[src/temp_regs_pkg.sv]
package temp_regs_pkg;
    localparam int PTR_W = 2;
    localparam int BYTE_W = 8;
    localparam int WORD_W = 16;
    localparam int RESULT_W = 12;
    localparam int PAD_W = WORD_W - RESULT_W;
    localparam logic [PTR_W-1:0] PTR_TEMP = 2'h0;
    localparam logic [PTR_W-1:0] PTR_CONF = 2'h1;
    localparam logic [PTR_W-1:0] PTR_LOW = 2'h2;
    localparam logic [PTR_W-1:0] PTR_HIGH = 2'h3;
    localparam logic [PTR_W-1:0] PTR_RESET = 2'h0;
    localparam logic [WORD_W-1:0] TEMP_RESET = 16'h0000;
    localparam logic [BYTE_W-1:0] CONF_RESET = 8'h28;
    localparam logic [WORD_W-1:0] LOW_RESET = 16'h4B00;
    localparam logic [WORD_W-1:0] HIGH_RESET = 16'h5000;
    localparam logic [PAD_W-1:0] PAD_ZERO = 4'h0;
    localparam logic [BYTE_W-1:0] BYTE_ZERO = 8'h00;
    localparam logic [BYTE_W-PTR_W-1:0] PTR_UPPER_ZERO = 6'h00;
    typedef logic [BYTE_W-1:0] byte_t;
endpackage : temp_regs_pkg

[src/temp_regs_if.sv]
`timescale 1ns/10ps
// byte-level command channel between the bus controller and the register bank
interface temp_regs_if;
    import temp_regs_pkg::*;
    logic start;
    logic ptr_valid;
    byte_t ptr_byte;
    logic wr_valid;
    byte_t wr_byte;
    logic rd_req;
    logic rd_valid;
    byte_t rd_byte;
    logic stop;
    modport device (input start, input ptr_valid, input ptr_byte, input wr_valid,
        input wr_byte, input rd_req, input stop, output rd_valid, output rd_byte);
    modport controller (output start, output ptr_valid, output ptr_byte, output wr_valid,
        output wr_byte, output rd_req, output stop, input rd_valid, input rd_byte);
endinterface : temp_regs_if

[src/temp_regs_device.sv]
`timescale 1ns/10ps
// Notes on behaviour
// - two-bit pointer picks one of four registers
// - controller sends pointer byte, upper six zero
// - pointer latched from command, held until replaced
// - read without pointer returns latched register
// - controller sends pointer before changing read target
// - every write carries pointer before data
// - pointer clears to zero at power-up
// - controller avoids reserved pointer codes
// - pointer itself is never readable
// - result is read-only, two bytes
// - result reloads at each conversion end
// - result is 12-bit two's complement
// - result left-aligned, low nibble zero
// - controller collects both bytes, uses 12
// - result reads zero until first conversion
// - configuration byte read/write, resets 28h
// - low limit read/write, resets 4B00h
// - high limit read/write, resets 5000h
// - two-byte registers move MSB first
// - limits stored in result layout
module temp_regs_device
(
    input wire logic sys_clk, // 25 MHz clock
    input wire logic reset, // async, active high
    temp_regs_if.device bus, // command channel
    input wire logic conv_done, // one-cycle pulse: conversion finished
    input wire logic [temp_regs_pkg::RESULT_W-1:0] conv_result, // converter result
    output logic [temp_regs_pkg::BYTE_W-1:0] config_out, // configuration byte
    output logic [temp_regs_pkg::WORD_W-1:0] low_limit_out, // low limit word
    output logic [temp_regs_pkg::WORD_W-1:0] high_limit_out // high limit word
);
    import temp_regs_pkg::*;

    logic [PTR_W-1:0] ptr_ff, nxt_ptr;
    logic [WORD_W-1:0] temp_ff, nxt_temp;
    logic [BYTE_W-1:0] conf_ff, nxt_conf;
    logic [WORD_W-1:0] low_ff, nxt_low;
    logic [WORD_W-1:0] high_ff, nxt_high;
    logic byte_idx_ff, nxt_byte_idx;
    logic rd_valid_ff, nxt_rd_valid;
    byte_t rd_byte_ff, nxt_rd_byte;
    logic take_wr;
    logic take_rd;

    // keeps the 12 result bits, forces the pad nibble to zero
    function automatic logic [WORD_W-1:0] align_word(input logic [WORD_W-1:0] w);
        align_word = {w[WORD_W-1:PAD_W], PAD_ZERO};
    endfunction : align_word

    // places one data byte into a two-byte limit, MSB first
    function automatic logic [WORD_W-1:0] merge_byte(input logic [WORD_W-1:0] w,
        input byte_t b, input logic second);
        if (second) begin
            merge_byte = align_word({w[WORD_W-1:BYTE_W], b});
        end else begin
            // the MSB lands at once; a transfer cut here keeps the old LSB
            merge_byte = {b, w[BYTE_W-1:0]};
        end
    endfunction : merge_byte

    // pointer byte wins over data, data wins over a read request
    always_comb begin
        take_wr = bus.wr_valid && !bus.ptr_valid;
        take_rd = bus.rd_req && !bus.ptr_valid && !bus.wr_valid;
    end

    always_comb begin
        nxt_ptr = ptr_ff;
        if (bus.ptr_valid) begin
            // upper bits are ignored; only the two select bits are kept
            nxt_ptr = bus.ptr_byte[PTR_W-1:0];
        end
    end

    always_ff @(posedge sys_clk or posedge reset) begin
        if (reset) begin
            ptr_ff <= PTR_RESET;
        end else begin
            ptr_ff <= nxt_ptr;
        end
    end

    // only a finished conversion loads the result; writes never reach it
    always_comb begin
        nxt_temp = temp_ff;
        if (conv_done) begin
            nxt_temp = {conv_result, PAD_ZERO};
        end
    end

    always_ff @(posedge sys_clk or posedge reset) begin
        if (reset) begin
            temp_ff <= TEMP_RESET;
        end else begin
            temp_ff <= nxt_temp;
        end
    end

    // one byte only: a second data byte in the same transfer overwrites the first
    always_comb begin
        nxt_conf = conf_ff;
        if (take_wr && ptr_ff == PTR_CONF) begin
            nxt_conf = bus.wr_byte;
        end
    end

    always_ff @(posedge sys_clk or posedge reset) begin
        if (reset) begin
            conf_ff <= CONF_RESET;
        end else begin
            conf_ff <= nxt_conf;
        end
    end

    // limits share the result layout, so the pad nibble is never stored
    always_comb begin
        nxt_low = low_ff;
        if (take_wr && ptr_ff == PTR_LOW) begin
            nxt_low = merge_byte(low_ff, bus.wr_byte, byte_idx_ff);
        end
    end

    always_ff @(posedge sys_clk or posedge reset) begin
        if (reset) begin
            low_ff <= LOW_RESET;
        end else begin
            low_ff <= nxt_low;
        end
    end

    always_comb begin
        nxt_high = high_ff;
        if (take_wr && ptr_ff == PTR_HIGH) begin
            nxt_high = merge_byte(high_ff, bus.wr_byte, byte_idx_ff);
        end
    end

    always_ff @(posedge sys_clk or posedge reset) begin
        if (reset) begin
            high_ff <= HIGH_RESET;
        end else begin
            high_ff <= nxt_high;
        end
    end

    // counts bytes within a transfer so two-byte registers pair MSB then LSB
    always_comb begin
        nxt_byte_idx = byte_idx_ff;
        if (bus.ptr_valid) begin
            nxt_byte_idx = 1'b0;
        end else if (take_wr) begin
            nxt_byte_idx = ~byte_idx_ff;
        end else if (take_rd) begin
            // single-byte configuration repeats its byte on further reads
            nxt_byte_idx = (ptr_ff == PTR_CONF) ? 1'b0 : ~byte_idx_ff;
        end else if (bus.start || bus.stop) begin
            nxt_byte_idx = 1'b0;
        end
    end

    always_ff @(posedge sys_clk or posedge reset) begin
        if (reset) begin
            byte_idx_ff <= 1'b0;
        end else begin
            byte_idx_ff <= nxt_byte_idx;
        end
    end

    // the answer byte is held between answers, so a slow reader still sees it
    always_comb begin
        logic [WORD_W-1:0] sel_word;
        sel_word = TEMP_RESET;
        nxt_rd_valid = 1'b0;
        nxt_rd_byte = rd_byte_ff;
        if (take_rd) begin
            // the pointer never appears on the read path
            if (ptr_ff == PTR_TEMP) begin
                sel_word = temp_ff;
            end else if (ptr_ff == PTR_CONF) begin
                sel_word = {conf_ff, BYTE_ZERO};
            end else if (ptr_ff == PTR_LOW) begin
                sel_word = low_ff;
            end else begin
                sel_word = high_ff;
            end
            nxt_rd_byte = byte_idx_ff ? sel_word[BYTE_W-1:0] : sel_word[WORD_W-1:BYTE_W];
            nxt_rd_valid = 1'b1;
        end
    end

    always_ff @(posedge sys_clk or posedge reset) begin
        if (reset) begin
            rd_valid_ff <= 1'b0;
            rd_byte_ff <= BYTE_ZERO;
        end else begin
            rd_valid_ff <= nxt_rd_valid;
            rd_byte_ff <= nxt_rd_byte;
        end
    end

    assign bus.rd_valid = rd_valid_ff;
    assign bus.rd_byte = rd_byte_ff;
    assign config_out = conf_ff;
    assign low_limit_out = low_ff;
    assign high_limit_out = high_ff;
endmodule : temp_regs_device

[src/flat_wrapper.sv]
// flat-port wrapper written by rule: the top's interface ports become plain ports
module temp_regs_device_flat import temp_regs_pkg::*;
  (sys_clk, reset, conv_done, conv_result, config_out, low_limit_out, high_limit_out, bus_start, bus_ptr_valid, bus_ptr_byte, bus_wr_valid, bus_wr_byte, bus_rd_req, bus_stop, bus_rd_valid, bus_rd_byte);
  temp_regs_if bus_i ();
  input wire logic sys_clk;
  input wire logic reset;
  input wire logic conv_done;
  input wire logic [temp_regs_pkg::RESULT_W-1:0] conv_result;
  output logic [temp_regs_pkg::BYTE_W-1:0] config_out;
  output logic [temp_regs_pkg::WORD_W-1:0] low_limit_out;
  output logic [temp_regs_pkg::WORD_W-1:0] high_limit_out;
  input wire logic [$bits(bus_i.start)-1:0] bus_start;
  input wire logic [$bits(bus_i.ptr_valid)-1:0] bus_ptr_valid;
  input wire logic [$bits(bus_i.ptr_byte)-1:0] bus_ptr_byte;
  input wire logic [$bits(bus_i.wr_valid)-1:0] bus_wr_valid;
  input wire logic [$bits(bus_i.wr_byte)-1:0] bus_wr_byte;
  input wire logic [$bits(bus_i.rd_req)-1:0] bus_rd_req;
  input wire logic [$bits(bus_i.stop)-1:0] bus_stop;
  output wire logic [$bits(bus_i.rd_valid)-1:0] bus_rd_valid;
  output wire logic [$bits(bus_i.rd_byte)-1:0] bus_rd_byte;
  assign bus_i.start = bus_start;
  assign bus_i.ptr_valid = bus_ptr_valid;
  assign bus_i.ptr_byte = bus_ptr_byte;
  assign bus_i.wr_valid = bus_wr_valid;
  assign bus_i.wr_byte = bus_wr_byte;
  assign bus_i.rd_req = bus_rd_req;
  assign bus_i.stop = bus_stop;
  assign bus_rd_valid = bus_i.rd_valid;
  assign bus_rd_byte = bus_i.rd_byte;
  temp_regs_device u_core (.sys_clk(sys_clk), .reset(reset), .bus(bus_i), .conv_done(conv_done), .conv_result(conv_result), .config_out(config_out), .low_limit_out(low_limit_out), .high_limit_out(high_limit_out));
endmodule
[config.mk]
export PLATFORM = sky130hd
export DESIGN_NAME = temp_regs_device_flat
export DESIGN_NICKNAME = d
export VERILOG_FILES = /design/src/temp_regs_pkg.sv /design/src/temp_regs_if.sv /design/src/temp_regs_device.sv /design/src/flat_wrapper.sv
export SDC_FILE = /design/constraint.sdc
export NUM_CORES = 1
export LEC_CHECK = 0
export ABC_AREA = 1
export ABC_CLOCK_PERIOD_IN_PS = 1810
export BUFFER_PORTS_ARGS = -buffer_cell sky130_fd_sc_hd__buf_2
export CORE_MARGIN = 2
export CORE_UTILIZATION = 40
export DETAILED_ROUTE_END_ITERATION = 12
export PLACE_DENSITY_LB_ADDON = 0.1
export SLEW_MARGIN = 30
export SYNTH_ARGS = -nofsm -noshare
export SYNTH_HDL_FRONTEND = slang
export SYNTH_SLANG_ARGS = --single-unit
export TNS_END_PERCENT = 20
[constraint.sdc]
create_clock -name sys_clk -period 1.81 [get_ports sys_clk]
set_clock_uncertainty 0.05 [all_clocks]
set_input_delay 0.181 -clock sys_clk [delete_from_list [all_inputs] [get_ports sys_clk]]
set_output_delay 0.181 -clock sys_clk [all_outputs]
set_load 0.02 [all_outputs]
==> key figures <==
Finish
  – Fillers: ~680
  – Share of layout cells above drive strength 1: a little under two fifths
  – Final instance area: 3320 sq um
  – Net count, final: around 420
  – Syn-to-layout area delta: 18.4%
  – Antenna cell count: 0
  – Count of non-filler cells in the finished layout: about 480
  – Final core occ: 48.9%

Drt
  – Wire per inst: 13.5 um
  – DRC viols: 0
  – Post-Route WL: ~6400 um
  – Via/cell ratio: around 4.6
  – Drt pass-1 iters: 4
  – Initial DRC count: approximately 140
  – Vias post-DR: 2181
  – Post-DRT Antenna Nets: 0

Logic synthesis
  – Area of the mapped netlist: around 2800 sq um
  – Count of cell types in the netlist: 31
  – #FFs+latches synth: 56
  – Register area share after synthesis: 50.3%
  – Synth Area per Inst: around 9.0 sq um
  – Yosys warnings: 0
  – Synth Instances: between 300 and 400

Run
  – Max cap viols: 0

Timing
  – Count of final setup violators: 0
  – Hold Vio Cnt, Final: 0
  – Slew margin rel.: between 60% and 70%
  – Final period utilization: 88.6%
  – Period minus WS final: 1.60 ns
  – RSZ-0062 raised after global routing: no
  – Setup TNS: 0 ns
  – Highest clock rate: about 620 MHz
  – Max Slew Vio Count: 0
  – Slew @ Worst Pin: between 0.5 and 0.6 ns
  – Hold_ws: ~0.028 ns

Clock network
  – Num Clock Sinks: 56
  – Htree depth: 2
  – CTS Buffer Depth: 2
  – CTS buffer count: 5
  – TritonCTS clock tree: built
  – Clk Latency, worst-skew pair: approximately 0.31 ns
  – Clk pin slew, worst setup/hold paths: ~0.10 ns
  – Resized cells post-CTS: 0
  – Clock root cell: clkbuf_8

Hold path
  – Hold depth: 3
  – Hold Crit Class: in2reg

Power and ir drop
  – Lkg Pwr: roughly 1.7 nW
  – Pint: about 0.0025 W
  – Comb pwr share: 31.7%
  – Seq pwr share: between 40% and 50%
  – Sw Share: 36.3%
  – Power density over cell area: around 1200 nW/um^2
  – Worst vdd ir: ~0.00053 V
  – Clock power frac: 23.0%
  – Switching Power: 0.00143 W

Run status
  – Status: completed

Floorplanning
  – Core area: around 6800 sq um
  – Initial core utilization: between 40% and 50%
  – Die Height: slightly below 90 um
  – # IOs: 85
  – Die Area: 7700 sq um
  – Width of the die: about 88 um
  – FP Rows: 30

Global routing
  – Global-route wire length before repair: about 11000 um
  – Global Route Usage Sum: a little under a fifth
  – GRT overflow: 0
  – Initial antenna violation count: 0
  – Largest net degree at the start of global routing: 57
  – Vias in the first global route: roughly 2.0k

Critical path
  – CP Cell Sequence: nand2_2 -> nor2_4 -> nand2_2 -> nand2_1 -> o21ai_2
  – Crit path DAT: around 1.8 ns
  – Critical setup path kind: reg2reg
  – Req. time, crit path: around 2.0 ns
  – Reg2Reg Depth: 5
  – Crit-path max cell delay: 0.70 ns
  – Worst path most repeated cell: nand2_2
  – CP max FO: 16
  – Startpoint Class: flop
  – CP max stage cell: dfrtp_1
  – Critical path capture point type: flop

Placed design
  – Placed cell areas: around 3200 sq um
  – I/O Buffers: 70
  – GP Congestion: between 0.7 and 0.8
  – Cells after DPL: roughly 470
  – Hpwl dp: approximately 4700 um
-- per-layer routing --
layer | GRT usage, % | up-vias | share of wire [%]
li1 | - | 1118 | -
met2 | 26.2 | 55 | 43
met3 | 3.58 | 6 | 4.5
met1 | 28.1 | 1002 | 52
met4 | 4.20 | 0 | 0.98
met5 | 0 | - | 0
-- registers in the layout, indices dropped and copies added (netlist names) --
name,count
u_core.low_limit_out,12
u_core.high_limit_out,12
u_core.temp_ff,12
u_core.bus.rd_valid,1
u_core.config_out,8
u_core.bus.rd_byte,8
u_core.byte_idx_ff,1
u_core.ptr_ff,2
-- cell families after synthesis --
group / share of synthesized area (%)
AO/OA/AOI/OAI: 15.2
buffers and inverters: 9.73
other: 0.134
flip-flops: 50.3
AND/OR/NAND/NOR: 22.2
multiplexers: 2.41
-- per-stage QoR --
step	setup slack [ns]	power (W)
after global placement	0.209	0.00304
after floorplan	0.221	0.00265
after detailed placement	0.209	0.00306
after CTS	0.187	0.00396
final	0.207	0.00393
after global routing	0.0493	0.00419
-- critical path, delay by kind of cell, from the launching register on --
kind	cells	cell delay [ns]
DFF	1	0.70
and+or+nand+nor	4	0.68
AOI/OAI and AO/OA	1	0.06
-- synthesized netlist by cell type, drive strengths merged --
| cell | instances | area [sq um] |
|---|---|---|
| a21oi | 14 | 73.8 |
| buf | 17 | 145 |
| clkbuf | 2 | 7.51 |
| conb | 1 | 3.75 |
| dfrtp | 48 | 1200 |
| dfstp | 8 | 210 |
| inv | 30 | 120 |
| mux2 | 6 | 67.6 |
| nand2 | 102 | 428 |
| nand3 | 11 | 67.6 |
| nand3b | 1 | 7.51 |
| nand4 | 1 | 6.26 |
| nor2 | 17 | 96.3 |
| nor3 | 1 | 5.00 |
| o21a | 4 | 30.0 |
| o21ai | 46 | 313 |
| o221ai | 1 | 8.76 |
| or2 | 2 | 12.5 |
-- cell type report --
cell class | instances | area, sq um | share of cell area [%]
repair buffers | 74 | 395 | 11.9
inverters | 30 | 120 | 3.62
multi-input cells | 214 | 1150 | 34.5
clock buffers | 7 | 96.3 | 2.90
clock inverters | 1 | 30.0 | 0.905
well taps | 96 | 120 | 3.62
flip-flops and latches | 56 | 1410 | 42.5
-- final timing paths --
path                                        from                        end  slack, ns
max reg2reg                     u_core.ptr_ff[1]  u_core.high_limit_out[13]       0.21
max                             u_core.ptr_ff[1]  u_core.high_limit_out[13]       0.21
max in group asynchronous                  reset       u_core.config_out[3]       1.00
min                               conv_result[8]         u_core.temp_ff[12]       0.03
min reg2reg                u_core.bus.rd_byte[1]      u_core.bus.rd_byte[1]       0.44
min in group asynchronous                  reset    u_core.low_limit_out[5]       0.40
-- what timing repair did --
item,CTS,global route
hold buffers,1,0
hold endpoints to repair,48,0
setup buffers,0,0
-- power by group through the flow --
stage	logic, W	clock network (W)	registers (W)
6_report	0.00124	0.000902	0.00178
5_1_grt	0.00139	0.000976	0.00182
4_1_cts	0.00126	0.000920	0.00178
3_5_place_dp	0.00125	0	0.00181
3_3_place_gp	0.00124	0	0.00180
2_1_floorplan	0.000590	0	0.00206
-- layout by cell type (no fill, tap or decap), drive strengths merged --
cell           n
nand2        102
buf           73
dfrtp         48
o21ai         46
inv           30
nor2          17
a21oi         14
nand3         11
conb           8
dfstp          8
clkbuf         7
mux2           6
o21a           4
or2            2
nor3           1
nand3b         1
nand4          1
o221ai         1
bufinv         1
dlygate4sd3    1
No activity file was read; power rests on OpenSTA's default activity.
